==> src/cbs_pkg.sv <==
// Shared constants, enumerations and carriers of the bus cycle sequencer
package cbs_pkg;
  localparam int PC_W = 11;
  localparam logic [7:0] PAGE_HI = (PC_W == 12) ? 8'h0F : 8'h07;
  localparam logic [PC_W-1:0] DUMMY_ADDR = 11'h07F;
  localparam logic [PC_W-1:0] ZERO_ADDR = 11'h000;
  localparam logic [7:0] PAGE_LAST_LO = 8'hFF;
  localparam logic [7:0] RST_VEC_HI_LO = 8'hFE;
  localparam logic [7:0] RST_VEC_LO_LO = 8'hFF;
  localparam logic [7:0] EXT_VEC_LO = 8'hFA;
  localparam logic [7:0] TMR_VEC_LO = 8'hF8;
  localparam logic [3:0] RST_HI_LAST = 4'h6;
  localparam logic [3:0] RST_LO_CYC = 4'h7;
  localparam logic [3:0] RST_CYCLES = 4'h8;
  localparam logic [3:0] INT_CYCLES = 4'hB;
  localparam logic [2:0] JSR_PUSHES = 3'h2;
  localparam logic [2:0] INT_PUSHES = 3'h5;
  localparam logic [PC_W-1:0] JSR_IDLE_OFS = 11'h002;
  localparam logic [PC_W-1:0] INT_IDLE_OFS = 11'h005;

  typedef enum logic [2:0] {
    K_READ = 3'b000,
    K_STORE = 3'b001,
    K_RMW = 3'b010,
    K_TST = 3'b011,
    K_JMP = 3'b100,
    K_JSR = 3'b101,
    K_BSC = 3'b110,
    K_BTB = 3'b111
  } cbs_kind_e;

  typedef enum logic [2:0] {
    M_DIR = 3'b000,
    M_EXT = 3'b001,
    M_IX = 3'b010,
    M_IX1 = 3'b011,
    M_IX2 = 3'b100,
    M_REL = 3'b101
  } cbs_mode_e;

  typedef enum logic [1:0] {
    ST_RESET = 2'b00,
    ST_OP = 2'b01,
    ST_EXEC = 2'b10,
    ST_INT = 2'b11
  } cbs_state_e;

  typedef enum logic [4:0] {
    BO_PC = 5'b00000,
    BO_DUMMY = 5'b00001,
    BO_XFF = 5'b00010,
    BO_EA_R = 5'b00011,
    BO_EA_W = 5'b00100,
    BO_PUSH_LO = 5'b00101,
    BO_PUSH_HI = 5'b00110,
    BO_PUSH_X = 5'b00111,
    BO_PUSH_A = 5'b01000,
    BO_PUSH_CC = 5'b01001,
    BO_SP_IDLE = 5'b01010,
    BO_VEC_HI = 5'b01011,
    BO_VEC_LO = 5'b01100,
    BO_VEC_NEXT = 5'b01101,
    BO_RST_HI = 5'b01110,
    BO_RST_LO = 5'b01111,
    BO_ZERO = 5'b10000
  } cbs_bop_e;

  typedef struct packed {
    cbs_kind_e kind;
    cbs_mode_e mode;
  } cbs_dec_s;

  typedef struct packed {
    logic [7:0] acc;
    logic [7:0] idx;
    logic [7:0] ccr;
    logic [PC_W-1:0] sp;
    logic [7:0] mdata;
    logic take;
    logic imask;
  } cbs_core_s;

  typedef struct packed {
    logic [PC_W-1:0] addr;
    logic rw;
    logic [7:0] wdata;
  } cbs_bus_s;
endpackage
==> src/cbs_cycle_sequencer.sv <==
// Machine cycle sequencer: address, read/write level and write data per cycle
// Contract
// RQ1: Bit set/clear direct: seven cycles, write last
// RQ2: Direct store: five cycles, read then write
// RQ3: Modify ops: two reads, write same location
// RQ4: Test zero: three operand reads, no write
// RQ5: Direct read ops: four cycles, dummy at 07F
// RQ6: Direct call: seven cycles, dummy 07F first
// RQ7: Extended call: eight cycles, dummy at XFF
// RQ8: Extended store: six cycles, XFF dummy read
// RQ9: Calls push low, high, then idle read
// RQ10: No offset: skip byte, dummy, index operand
// RQ11: Byte offset: two 07F dummies, index plus offset
// RQ12: Word offset: two XFF dummies before operand
// RQ13: Reset: eight cycles of vector fetch
// RQ14: Request sampled at last cycle, held in first
// RQ15: Entry pushes return, index, accumulator, flags
// RQ16: Cycle eight idle read, then vector bytes
// RQ17: External and timer vectors, final unusable read
// RQ18: Twelve bit counter uses page 0F
// RQ19: Unused high counter bits pushed as ones
// RQ20: Read level high except for writes
// RQ21: Branches four cycles, bit branch ten cycles
// RQ22: Vector fetch starts after reset release
`timescale 1ns/1ps
module cbs_cycle_sequencer (
  input wire logic mclk,
  input wire logic rst,
  input wire logic irq_n,
  input wire logic timer_req,
  input wire cbs_pkg::cbs_dec_s dec,
  input wire cbs_pkg::cbs_core_s core,
  input wire logic [7:0] rdata,
  output cbs_pkg::cbs_bus_s bus,
  output logic opcode_fetch,
  output logic operand_read,
  output logic instr_last,
  output logic [2:0] push_count,
  output logic [cbs_pkg::PC_W-1:0] pc
);

  cbs_pkg::cbs_state_e state_q;
  logic [3:0] cyc_q;
  logic [cbs_pkg::PC_W-1:0] pc_q;
  logic [7:0] hi_q;
  logic [7:0] lo_q;
  cbs_pkg::cbs_kind_e kind_q;
  cbs_pkg::cbs_mode_e mode_q;
  logic ext_q;
  logic irq_s1_q;
  logic irq_s2_q;

  logic irq_low;
  logic pend;
  logic [3:0] plen;
  logic [3:0] tlen;
  logic [3:0] tidx;
  logic last;
  cbs_pkg::cbs_bop_e bop;
  logic [cbs_pkg::PC_W-1:0] ea;
  logic [7:0] vec_lo;

  // Address on the page that holds vectors
  function automatic logic [cbs_pkg::PC_W-1:0] page_addr(input logic [7:0] lo);
    logic [15:0] t;
    t = {cbs_pkg::PAGE_HI, lo};
    return t[cbs_pkg::PC_W-1:0];
  endfunction

  // High byte of the counter with unused bits set
  function automatic logic [7:0] hi_fill(input logic [cbs_pkg::PC_W-1:0] v);
    logic [15:0] t;
    t = {{(16 - cbs_pkg::PC_W){1'b1}}, v};
    return t[15:8];
  endfunction

  function automatic logic [cbs_pkg::PC_W-1:0] sext(input logic [7:0] b);
    logic [15:0] t;
    t = {{8{b[7]}}, b};
    return t[cbs_pkg::PC_W-1:0];
  endfunction

  function automatic logic [cbs_pkg::PC_W-1:0] zext(input logic [15:0] v);
    return v[cbs_pkg::PC_W-1:0];
  endfunction

  // Cycles up to and including the last addressing cycle
  function automatic logic [3:0] prefix_len(input cbs_pkg::cbs_mode_e m);
    logic [3:0] n;
    n = 4'h3;
    case (m)
      cbs_pkg::M_DIR: n = 4'h3;
      cbs_pkg::M_EXT: n = 4'h4;
      cbs_pkg::M_IX: n = 4'h3;
      cbs_pkg::M_IX1: n = 4'h4;
      cbs_pkg::M_IX2: n = 4'h5;
      cbs_pkg::M_REL: n = 4'h4;
      default: n = 4'h3;
    endcase
    return n;
  endfunction

  function automatic logic [3:0] tail_len(input cbs_pkg::cbs_kind_e k);
    logic [3:0] n;
    n = 4'h0;
    case (k)
      cbs_pkg::K_READ: n = 4'h1;
      cbs_pkg::K_STORE: n = 4'h2;
      cbs_pkg::K_RMW: n = 4'h3;
      cbs_pkg::K_TST: n = 4'h3;
      cbs_pkg::K_JMP: n = 4'h0;
      cbs_pkg::K_JSR: n = 4'h4;
      cbs_pkg::K_BSC: n = 4'h4;
      cbs_pkg::K_BTB: n = 4'h7;
      default: n = 4'h0;
    endcase
    return n;
  endfunction

  // Byte taken in a prefix cycle: 0 none, 1 high, 2 low
  function automatic logic [1:0] prefix_fetch(input cbs_pkg::cbs_mode_e m, input logic [3:0] s);
    logic [1:0] f;
    f = 2'h0;
    case (m)
      cbs_pkg::M_DIR: f = (s == 4'h2) ? 2'h2 : 2'h0;
      cbs_pkg::M_IX1: f = (s == 4'h2) ? 2'h2 : 2'h0;
      cbs_pkg::M_REL: f = (s == 4'h2) ? 2'h2 : 2'h0;
      cbs_pkg::M_EXT: f = (s == 4'h2) ? 2'h1 : ((s == 4'h3) ? 2'h2 : 2'h0);
      cbs_pkg::M_IX2: f = (s == 4'h2) ? 2'h1 : ((s == 4'h3) ? 2'h2 : 2'h0);
      default: f = 2'h0;
    endcase
    return f;
  endfunction

  function automatic cbs_pkg::cbs_bop_e prefix_op(input cbs_pkg::cbs_mode_e m,
                                                  input logic [3:0] s);
    cbs_pkg::cbs_bop_e o;
    o = cbs_pkg::BO_PC;
    case (m)
      cbs_pkg::M_DIR: o = (s == 4'h2) ? cbs_pkg::BO_PC : cbs_pkg::BO_DUMMY; // [RQ5]
      cbs_pkg::M_IX: o = (s == 4'h2) ? cbs_pkg::BO_PC : cbs_pkg::BO_DUMMY; // [RQ10]
      cbs_pkg::M_IX1: o = (s == 4'h2) ? cbs_pkg::BO_PC : cbs_pkg::BO_DUMMY; // [RQ11]
      cbs_pkg::M_EXT: o = (s == 4'h4) ? cbs_pkg::BO_XFF : cbs_pkg::BO_PC; // [RQ7] [RQ8]
      cbs_pkg::M_IX2: o = (s >= 4'h4) ? cbs_pkg::BO_XFF : cbs_pkg::BO_PC; // [RQ12]
      cbs_pkg::M_REL: o = cbs_pkg::BO_PC; // [RQ21]
      default: o = cbs_pkg::BO_PC;
    endcase
    return o;
  endfunction

  function automatic cbs_pkg::cbs_bop_e tail_op(input cbs_pkg::cbs_kind_e k,
                                                input logic [3:0] t);
    cbs_pkg::cbs_bop_e o;
    o = cbs_pkg::BO_EA_R;
    case (k)
      cbs_pkg::K_STORE: o = (t == 4'h1) ? cbs_pkg::BO_EA_W : cbs_pkg::BO_EA_R; // [RQ2]
      cbs_pkg::K_RMW: o = (t == 4'h2) ? cbs_pkg::BO_EA_W : cbs_pkg::BO_EA_R; // [RQ3]
      cbs_pkg::K_TST: o = cbs_pkg::BO_EA_R; // [RQ4]
      cbs_pkg::K_BSC: o = (t == 4'h3) ? cbs_pkg::BO_EA_W : cbs_pkg::BO_EA_R; // [RQ1]
      cbs_pkg::K_BTB: o = (t >= 4'h4) ? cbs_pkg::BO_PC : cbs_pkg::BO_EA_R; // [RQ21]
      cbs_pkg::K_JSR: begin
        case (t)
          4'h0: o = cbs_pkg::BO_EA_R; // [RQ6]
          4'h1: o = cbs_pkg::BO_PUSH_LO; // [RQ9]
          4'h2: o = cbs_pkg::BO_PUSH_HI; // [RQ9]
          default: o = cbs_pkg::BO_SP_IDLE; // [RQ9]
        endcase
      end
      default: o = cbs_pkg::BO_EA_R;
    endcase
    return o;
  endfunction

  always_ff @(posedge mclk or posedge rst) begin
    if (rst) begin
      irq_s1_q <= 1'b1;
      irq_s2_q <= 1'b1;
    end else begin
      irq_s1_q <= irq_n;
      irq_s2_q <= irq_s1_q;
    end
  end

  assign irq_low = ~irq_s2_q;
  assign pend = ~core.imask & (irq_low | timer_req); // [RQ14]
  assign plen = prefix_len(mode_q);
  assign tlen = tail_len(kind_q);
  assign tidx = cyc_q - plen - 4'h1;
  assign vec_lo = ext_q ? cbs_pkg::EXT_VEC_LO : cbs_pkg::TMR_VEC_LO; // [RQ17]

  always_comb begin
    case (mode_q)
      cbs_pkg::M_DIR: ea = zext({8'h00, lo_q});
      cbs_pkg::M_EXT: ea = zext({hi_q, lo_q});
      cbs_pkg::M_IX: ea = zext({8'h00, core.idx}); // [RQ10]
      cbs_pkg::M_IX1: ea = zext({8'h00, core.idx} + {8'h00, lo_q}); // [RQ11]
      cbs_pkg::M_IX2: ea = zext({hi_q, lo_q} + {8'h00, core.idx}); // [RQ12]
      cbs_pkg::M_REL: ea = pc_q + sext(lo_q);
      default: ea = zext({8'h00, lo_q});
    endcase
  end

  always_comb begin
    bop = cbs_pkg::BO_PC;
    last = 1'b0;
    case (state_q)
      cbs_pkg::ST_RESET: begin
        if (cyc_q <= cbs_pkg::RST_HI_LAST) begin
          bop = cbs_pkg::BO_RST_HI; // [RQ13]
        end else if (cyc_q == cbs_pkg::RST_LO_CYC) begin
          bop = cbs_pkg::BO_RST_LO; // [RQ13]
        end else begin
          bop = cbs_pkg::BO_ZERO; // [RQ13]
        end
      end
      cbs_pkg::ST_OP: begin
        bop = cbs_pkg::BO_PC;
      end
      cbs_pkg::ST_EXEC: begin
        if (cyc_q <= plen) begin
          bop = prefix_op(mode_q, cyc_q);
        end else begin
          bop = tail_op(kind_q, tidx);
        end
        last = (cyc_q == plen + tlen);
      end
      cbs_pkg::ST_INT: begin
        case (cyc_q)
          4'h1: bop = cbs_pkg::BO_PC;
          4'h2: bop = cbs_pkg::BO_PC;
          4'h3: bop = cbs_pkg::BO_PUSH_LO; // [RQ15]
          4'h4: bop = cbs_pkg::BO_PUSH_HI; // [RQ15]
          4'h5: bop = cbs_pkg::BO_PUSH_X; // [RQ15]
          4'h6: bop = cbs_pkg::BO_PUSH_A; // [RQ15]
          4'h7: bop = cbs_pkg::BO_PUSH_CC; // [RQ15]
          4'h8: bop = cbs_pkg::BO_SP_IDLE; // [RQ16]
          4'h9: bop = cbs_pkg::BO_VEC_HI; // [RQ16]
          4'hA: bop = cbs_pkg::BO_VEC_LO; // [RQ16]
          default: bop = cbs_pkg::BO_VEC_NEXT; // [RQ17]
        endcase
        last = (cyc_q == cbs_pkg::INT_CYCLES);
      end
      default: bop = cbs_pkg::BO_PC;
    endcase
  end

  // Bus drive for the current cycle
  always_comb begin
    bus.addr = pc_q;
    bus.rw = 1'b1;
    bus.wdata = 8'h00;
    case (bop)
      cbs_pkg::BO_PC: bus.addr = pc_q;
      cbs_pkg::BO_DUMMY: bus.addr = cbs_pkg::DUMMY_ADDR;
      cbs_pkg::BO_XFF: bus.addr = {pc_q[cbs_pkg::PC_W-1:8], cbs_pkg::PAGE_LAST_LO};
      cbs_pkg::BO_EA_R: bus.addr = ea;
      cbs_pkg::BO_EA_W: begin
        bus.addr = ea;
        bus.rw = 1'b0; // [RQ20]
        bus.wdata = core.mdata;
      end
      cbs_pkg::BO_PUSH_LO: begin
        bus.addr = core.sp;
        bus.rw = 1'b0;
        bus.wdata = pc_q[7:0];
      end
      cbs_pkg::BO_PUSH_HI: begin
        bus.addr = core.sp - 11'h001;
        bus.rw = 1'b0;
        bus.wdata = hi_fill(pc_q); // [RQ19]
      end
      cbs_pkg::BO_PUSH_X: begin
        bus.addr = core.sp - 11'h002;
        bus.rw = 1'b0;
        bus.wdata = core.idx;
      end
      cbs_pkg::BO_PUSH_A: begin
        bus.addr = core.sp - 11'h003;
        bus.rw = 1'b0;
        bus.wdata = core.acc;
      end
      cbs_pkg::BO_PUSH_CC: begin
        bus.addr = core.sp - 11'h004;
        bus.rw = 1'b0;
        bus.wdata = core.ccr;
      end
      cbs_pkg::BO_SP_IDLE: begin
        if (state_q == cbs_pkg::ST_INT) begin
          bus.addr = core.sp - cbs_pkg::INT_IDLE_OFS;
        end else begin
          bus.addr = core.sp - cbs_pkg::JSR_IDLE_OFS;
        end
      end
      cbs_pkg::BO_VEC_HI: bus.addr = page_addr(vec_lo); // [RQ18]
      cbs_pkg::BO_VEC_LO: bus.addr = page_addr(vec_lo + 8'h01);
      cbs_pkg::BO_VEC_NEXT: bus.addr = page_addr(vec_lo + 8'h02);
      cbs_pkg::BO_RST_HI: bus.addr = page_addr(cbs_pkg::RST_VEC_HI_LO);
      cbs_pkg::BO_RST_LO: bus.addr = page_addr(cbs_pkg::RST_VEC_LO_LO);
      cbs_pkg::BO_ZERO: bus.addr = cbs_pkg::ZERO_ADDR;
      default: bus.addr = pc_q;
    endcase
  end

  assign opcode_fetch = (state_q == cbs_pkg::ST_OP);
  assign operand_read = (bop == cbs_pkg::BO_EA_R) && (state_q == cbs_pkg::ST_EXEC);
  assign instr_last = last && (state_q == cbs_pkg::ST_EXEC);
  assign pc = pc_q;

  always_comb begin
    push_count = 3'h0;
    if (last && (state_q == cbs_pkg::ST_INT)) begin
      push_count = cbs_pkg::INT_PUSHES;
    end else if (instr_last && (kind_q == cbs_pkg::K_JSR)) begin
      push_count = cbs_pkg::JSR_PUSHES;
    end
  end

  // Sequencing of states and cycle numbers
  always_ff @(posedge mclk or posedge rst) begin
    if (rst) begin
      state_q <= cbs_pkg::ST_RESET; // [RQ22]
      cyc_q <= 4'h1;
      kind_q <= cbs_pkg::K_READ;
      mode_q <= cbs_pkg::M_DIR;
      ext_q <= 1'b0;
    end else begin
      case (state_q)
        cbs_pkg::ST_RESET: begin
          if (cyc_q == cbs_pkg::RST_CYCLES) begin
            state_q <= cbs_pkg::ST_OP;
          end
          cyc_q <= cyc_q + 4'h1;
        end
        cbs_pkg::ST_OP: begin
          kind_q <= dec.kind;
          mode_q <= dec.mode;
          state_q <= cbs_pkg::ST_EXEC;
          cyc_q <= 4'h2;
        end
        cbs_pkg::ST_EXEC: begin
          if (last) begin
            state_q <= pend ? cbs_pkg::ST_INT : cbs_pkg::ST_OP; // [RQ14]
            cyc_q <= 4'h1;
          end else begin
            cyc_q <= cyc_q + 4'h1;
          end
        end
        cbs_pkg::ST_INT: begin
          if (cyc_q == 4'h1) begin
            ext_q <= irq_low;
            if (!(irq_low || timer_req)) begin
              state_q <= cbs_pkg::ST_OP; // [RQ14]
            end
          end
          if (last) begin
            state_q <= cbs_pkg::ST_OP;
            cyc_q <= 4'h1;
          end else begin
            cyc_q <= cyc_q + 4'h1;
          end
        end
        default: state_q <= cbs_pkg::ST_RESET;
      endcase
    end
  end

  // Captured address bytes and program counter
  always_ff @(posedge mclk or posedge rst) begin
    if (rst) begin
      pc_q <= '0;
      hi_q <= 8'h00;
      lo_q <= 8'h00;
    end else begin
      case (state_q)
        cbs_pkg::ST_RESET: begin
          if (cyc_q == cbs_pkg::RST_HI_LAST) begin
            hi_q <= rdata;
          end
          if (cyc_q == cbs_pkg::RST_LO_CYC) begin
            lo_q <= rdata;
          end
          if (cyc_q == cbs_pkg::RST_CYCLES) begin
            pc_q <= zext({hi_q, lo_q});
          end
        end
        cbs_pkg::ST_OP: begin
          pc_q <= pc_q + 11'h001;
        end
        cbs_pkg::ST_EXEC: begin
          if (cyc_q <= plen) begin
            if (prefix_fetch(mode_q, cyc_q) == 2'h1) begin
              hi_q <= rdata;
              pc_q <= pc_q + 11'h001;
            end else if (prefix_fetch(mode_q, cyc_q) == 2'h2) begin
              lo_q <= rdata;
              pc_q <= pc_q + 11'h001;
            end
          end else if (kind_q == cbs_pkg::K_BTB && tidx == 4'h4) begin
            hi_q <= rdata; // [RQ21]
            pc_q <= pc_q + 11'h001;
          end
          if (last) begin
            if (kind_q == cbs_pkg::K_JSR) begin
              pc_q <= ea;
            end else if (kind_q == cbs_pkg::K_JMP) begin
              if (mode_q != cbs_pkg::M_REL || core.take) begin
                pc_q <= ea;
              end
            end else if (kind_q == cbs_pkg::K_BTB && core.take) begin
              pc_q <= pc_q + sext(hi_q);
            end
          end
        end
        cbs_pkg::ST_INT: begin
          if (cyc_q == 4'h9) begin
            hi_q <= rdata;
          end
          if (cyc_q == 4'hA) begin
            lo_q <= rdata;
          end
          if (last) begin
            pc_q <= zext({hi_q, lo_q});
          end
        end
        default: pc_q <= pc_q;
      endcase
    end
  end

endmodule

==> config.mk <==
export PLATFORM = sky130hd
export DESIGN_NAME = cbs_cycle_sequencer
export DESIGN_NICKNAME = d
export VERILOG_FILES = /design/src/cbs_pkg.sv /design/src/cbs_cycle_sequencer.sv
export SDC_FILE = /design/constraint.sdc
export NUM_CORES = 1
export LEC_CHECK = 0
export BUFFER_PORTS_ARGS = -buffer_cell sky130_fd_sc_hd__buf_2
export CAP_MARGIN = 20
export CORE_AREA = 4 4 172 174
export DETAILED_ROUTE_END_ITERATION = 10
export DIE_AREA = 0 0 176 178
export GPL_TIMING_DRIVEN = 0
export PLACE_DENSITY_LB_ADDON = 0.12
export SKIP_LAST_GASP = 1
export SLEW_MARGIN = 25
export SYNTH_ARGS = -nofsm -noshare
export SYNTH_HDL_FRONTEND = slang
export SYNTH_SLANG_ARGS = --single-unit
==> constraint.sdc <==
create_clock -name mclk -period 8.7 [get_ports mclk]
set_clock_uncertainty 0.2 [all_clocks]
set_input_delay 1.305 -clock mclk [delete_from_list [all_inputs] [get_ports mclk]]
set_output_delay 1.305 -clock mclk [all_outputs]
set_load 0.005 [all_outputs]
# == Word-level counts from Yosys, hierarchy flattened ==
# Memory sizes are Yosys's and may differ from the RTL's.
# Index checks and enable logic that the tools add are counted.
# word_totals
ff_bits,42
latch_bits,0
ram_bits,0
mem_bits_ro,88
out_inout_bits,37
n_memories,2
# mem_list
memory,words,word_bits,read_ports,rd_ports_with_merged_regs,wr,line,text
(name not given),16,4,1,0,0,cbs_cycle_sequencer.sv:228,case (cyc_q)
(name not given),8,3,1,0,0,cbs_cycle_sequencer.sv:106,case (k)
# op_classes
add_sub_neg,16
n_mul,0
n_div,0
order_cmp,4
eq_ne,62
shift,0
mux,65
bitwise,4
reduce_logical,23
# op_table
operator,count
11-bit case mux with 15 select lines,1
11-bit 2-to-1 mux,12
8-bit 2-to-1 mux,10
11-bit case mux with 5 select lines,1
9-bit case mux with 6 select lines,1
8-bit case mux with 3 select lines,2
11-bit case mux with 4 select lines,1
5-bit by 4-bit == test with 1-bit output (second input constant),8
2-bit 2-to-1 mux,19
4-bit case mux with 3 select lines,2
11-bit adder,2
11-bit by 2-bit subtractor with 11-bit output (second input constant),2
11-bit by 3-bit subtractor with 11-bit output (second input constant),2
5-bit by 3-bit == test with 1-bit output (second input constant),4
4-bit case mux with 5 select lines,1
5-bit case mux with 4 select lines,1
3-bit == test (second input constant),6
4-bit by 2-bit == test with 1-bit output (second input constant),4
4-bit by 3-bit == test with 1-bit output (second input constant),4
4-bit == test (second input constant),4
5-bit 2-to-1 mux,3
3-bit 2-to-1 mux,4
2-bit inequality test (second input constant),6
11-bit by 1-bit adder with 11-bit output (second input constant),1
47 further kinds,73

# == Depth between registers and ports, before layout ==
# logic_depth
ltp_word,19
ltp_mapped,25

# == Worst setup path before layout ==
# No wires, ideal clock.
# synth_timing
kind,register to output
startpoint,register mode_q[0]
endpoint,output bus[19] in the netlist's numbering
arrival_ns,5.589
path_slack_ns,1.606
stages_incl_launch_ff,26
path_buffers,3
path_cell_list,dfrtp_1 clkbuf_1 clkbuf_1 and2_1 ha_1 inv_1 fa_1 xnor2_1 nor3_4 nor3b_2 nor2_1 a21o_1 buf_2 nand2_1 nor2_1 inv_1 fa_1 nor2b_1 nand2_1 nor3_1 inv_1 or3_1 xnor2_1 a221oi_1 nand3_1 a211o_1
# synth_lines
element,line,text
"start, declared",cbs_cycle_sequencer.sv:48,cbs_pkg::cbs_mode_e mode_q;
"start signal, assigned",cbs_cycle_sequencer.sv:324,mode_q <= cbs_pkg::M_DIR;
"start signal, assigned",cbs_cycle_sequencer.sv:336,mode_q <= dec.mode;
"end, declared",cbs_cycle_sequencer.sv:34,"output cbs_pkg::cbs_bus_s bus,"

==> results_dict.tcl <==
set metrics [dict create \
    regArea_sq_um 1056 \
    synth_largest_area_cell "dfrtp_1" \
    r2r_cells 18 \
    fin_crit_ns 8.122 \
    synth_top_cell_area_share 0.1415 \
    final-max-slew-violation-count 0 \
    worst_setup_path_end_kind "primary output" \
    routedWlPerCell_microns 21.98 \
    rsz0062_at_grt "false" \
    root_buffer "clkbuf_16" \
    avgSynthCellArea_sq_um 7.490 \
    fin_crit_sh 0.9335 \
    dieArea_sq_um 31330 \
    place_congestion 0.8873 \
    most-common-layout-cells "buf_2, nand2_1, nor2_1" \
    hold_path.startpoint "irq_s1_q$_DFF_PP1_" \
    max_slew.worst_pin.slew_ns 1.034 \
    htreeDepth 2 \
    rr_endpoint "pc[8]$_DFFE_PP0P_" \
    cp_data_arrival_time_ns 6.62 \
    antenna_cells 0 \
    synthTopCellsByArea "dfrtp_1, ha_1, nand2_1" \
    drt-pass1-iter-count 6 \
    rr_startpoint "mode_q[0]$_DFFE_PP0P_" \
    max_stage_delay_ns 0.52 \
    yosys.cell_types.count 84 \
    min_to "irq_s2_q$_DFF_PP1_" \
    yosys_warnings 0 \
    drt-total-wl_mm 30.79 \
    grt_max_degree 24 \
    cts_buffers 5 \
    min_path_cells 0 \
    crit_top_cell "inv_1" \
    fillCellCount 3132 \
    synthCells 921 \
    synth_fp_nets 1043 \
    antenna_found_initial 0 \
    portBuffers 95 \
    relSlewSlack 0.3033 \
    globalRouteTotalUtil 0.1917 \
    start_util 0.2483 \
    vias_per_cell 5.459 \
    cts.sinks 42 \
    core_area_sq_um 27780 \
    dp_hpwl_mm 24.53 \
    slowest_stage "dfrtp_2" \
    cts.path.max_buffers 2 \
    required_ns 7.19 \
    die_h_microns 178 \
    max-cap-violations 0 \
    drc 0 \
    ant_nets 0 \
    reg2reg_setup_slack_ns 3.96 \
    grt_pass1_wl_mm 46.35 \
    vias 7648 \
    drive_above_1_share 0.1662 \
    synth_flop_cell "dfrtp_1" \
    drtIter0Drc 710 \
    final_common_cell "buf_2" \
    critical_path_class "reg2out" \
    synth-edff-count 0 \
    syn2layout_area_growth_pct 16.72 \
    die_w_microns 176 \
    synth_seq_area_share 0.1529 \
    multi_input_area_sq_um 5488 \
    setup_viol 0 \
    fin_util 0.2898 \
    cp_max_fo 10 \
    hold_class "reg2reg" \
    num_rows 61 \
    grt_pass1_vias 7536 \
    netlist_area_sq_um 6898 \
    ios 100 \
    nets 1144 \
    clk_pin_slew_ns 0.07 \
    status "finished, final reports clean" \
    clock_latency_ns 0.30 \
    async_flop_share 1.000 \
    fmax_mhz 123.1 \
    grt_overflow 0 \
    startpoint_type "register" \
    cts_tree "yes" \
    ys_ff_latch 42 \
    hold_viol_final 0 \
]
[critical path, delay by kind of cell, from the launching register on]
kind / cells / cell delay (ns)
and+or+nand+nor: 10 / 2.22
AOI/OAI and AO/OA: 6 / 1.50
buffers and inverters: 6 / 1.07
adders and majority gates: 2 / 0.83
DFF: 1 / 0.52
xor gates and xnor gates: 1 / 0.13
[kinds of logic (layout without fill, tap and decap cells)]
| family | Yosys count | after routing | share of synthesized area |
|---|---|---|---|
| muxes | 43 | 43 | 0.06639 |
| and+or+nand+nor | 316 | 316 | 0.2238 |
| DFF | 42 | 42 | 0.1529 |
| buffers and inverters | 93 | 195 | 0.05460 |
| adders and majority gates | 59 | 59 | 0.1136 |
| AOI/OAI and AO/OA | 318 | 318 | 0.3252 |
| xor gates and xnor gates | 50 | 50 | 0.06349 |
[layout make-up]
class                   count  share of cell area
plain buffers              53             0.02859
repair buffers             96             0.06154
clock buffers               6             0.01601
clock inverters             2            0.004662
flip-flops and latches     42              0.1312
well taps                 378             0.05874
inverters                  38             0.01772
multi-input cells         786              0.6816
[Yosys cell counts (all sizes together) (9+ instances only)]
cell type	count
a21oi	62
o21ai	59
ha	53
and3	17
mux2i	21
o22ai	14
xnor2	35
clkbuf	38
xor2	15
a211oi	14
mux2	22
buf	17
dfrtp	39
nand3	28
or3	11
a31oi	18
a21o	17
nor2	81
o221ai	15
inv	37
a22oi	15
nand2	91
and2	10
nor2b	13
nor3	24
o211ai	12
a211o	9
[flip-flops by register name, summed over array words and instances, names as in the netlist]
register,count
mode_q,3
cyc_q,4
ext_q,1
irq_s2_q,1
pc,11
irq_s1_q,1
lo_q,8
kind_q,3
hi_q,8
state_q,2
[through the flow]
stage / instances / TNS, ns / area, sq um / hold slack (ns) / worst slack, ns
after global routing: 1401 / 0 / 8051 / 0.1613 / 0.1216
after floorplan: 921 / 0 / 6898 / 0.1452 / 1.606
after global placement: 1394 / -0.1462 / 7846 / 0.1462 / -0.1462
after CTS: 1403 / 0 / 8043 / 0.1578 / 0.08561
after detailed placement: 1395 / -0.1719 / 7870 / 0.1478 / -0.1719
final: 1401 / 0 / 8051 / 0.1572 / 0.5782
[routing by layer]
layer	wire, microns	vias to the layer above	GRT usage
met1	13750	3674	0.2617
li1	-	3660	-
met2	14270	261	0.3150
met5	0	-	0
met3	1890	53	0.03116
met4	876	0	0.05296
[worst max path at each step]
stage | startpoint | endpoint | cells after the start
final | mode_q[0]$_DFFE_PP0P_ | bus[19] | 25
after global routing | mode_q[0]$_DFFE_PP0P_ | bus[19] | 25
after CTS | mode_q[0]$_DFFE_PP0P_ | bus[19] | 26
after detailed placement | mode_q[0]$_DFFE_PP0P_ | bus[19] | 25
after global placement | mode_q[0]$_DFFE_PP0P_ | bus[19] | 25
after floorplan | mode_q[0]$_DFFE_PP0P_ | bus[19] | 25
[repair_timing]
item                       in CTS  in global routing
resized for setup               3                  5
pin swaps                       0                  0
setup endpoints to repair       2                  1
hold buffers                    0                  0
setup buffers                   0                  0
Power is left out: the tool's default activity adds up to more than one toggle a clock period on the data nets, which glitch-free logic cannot reach.
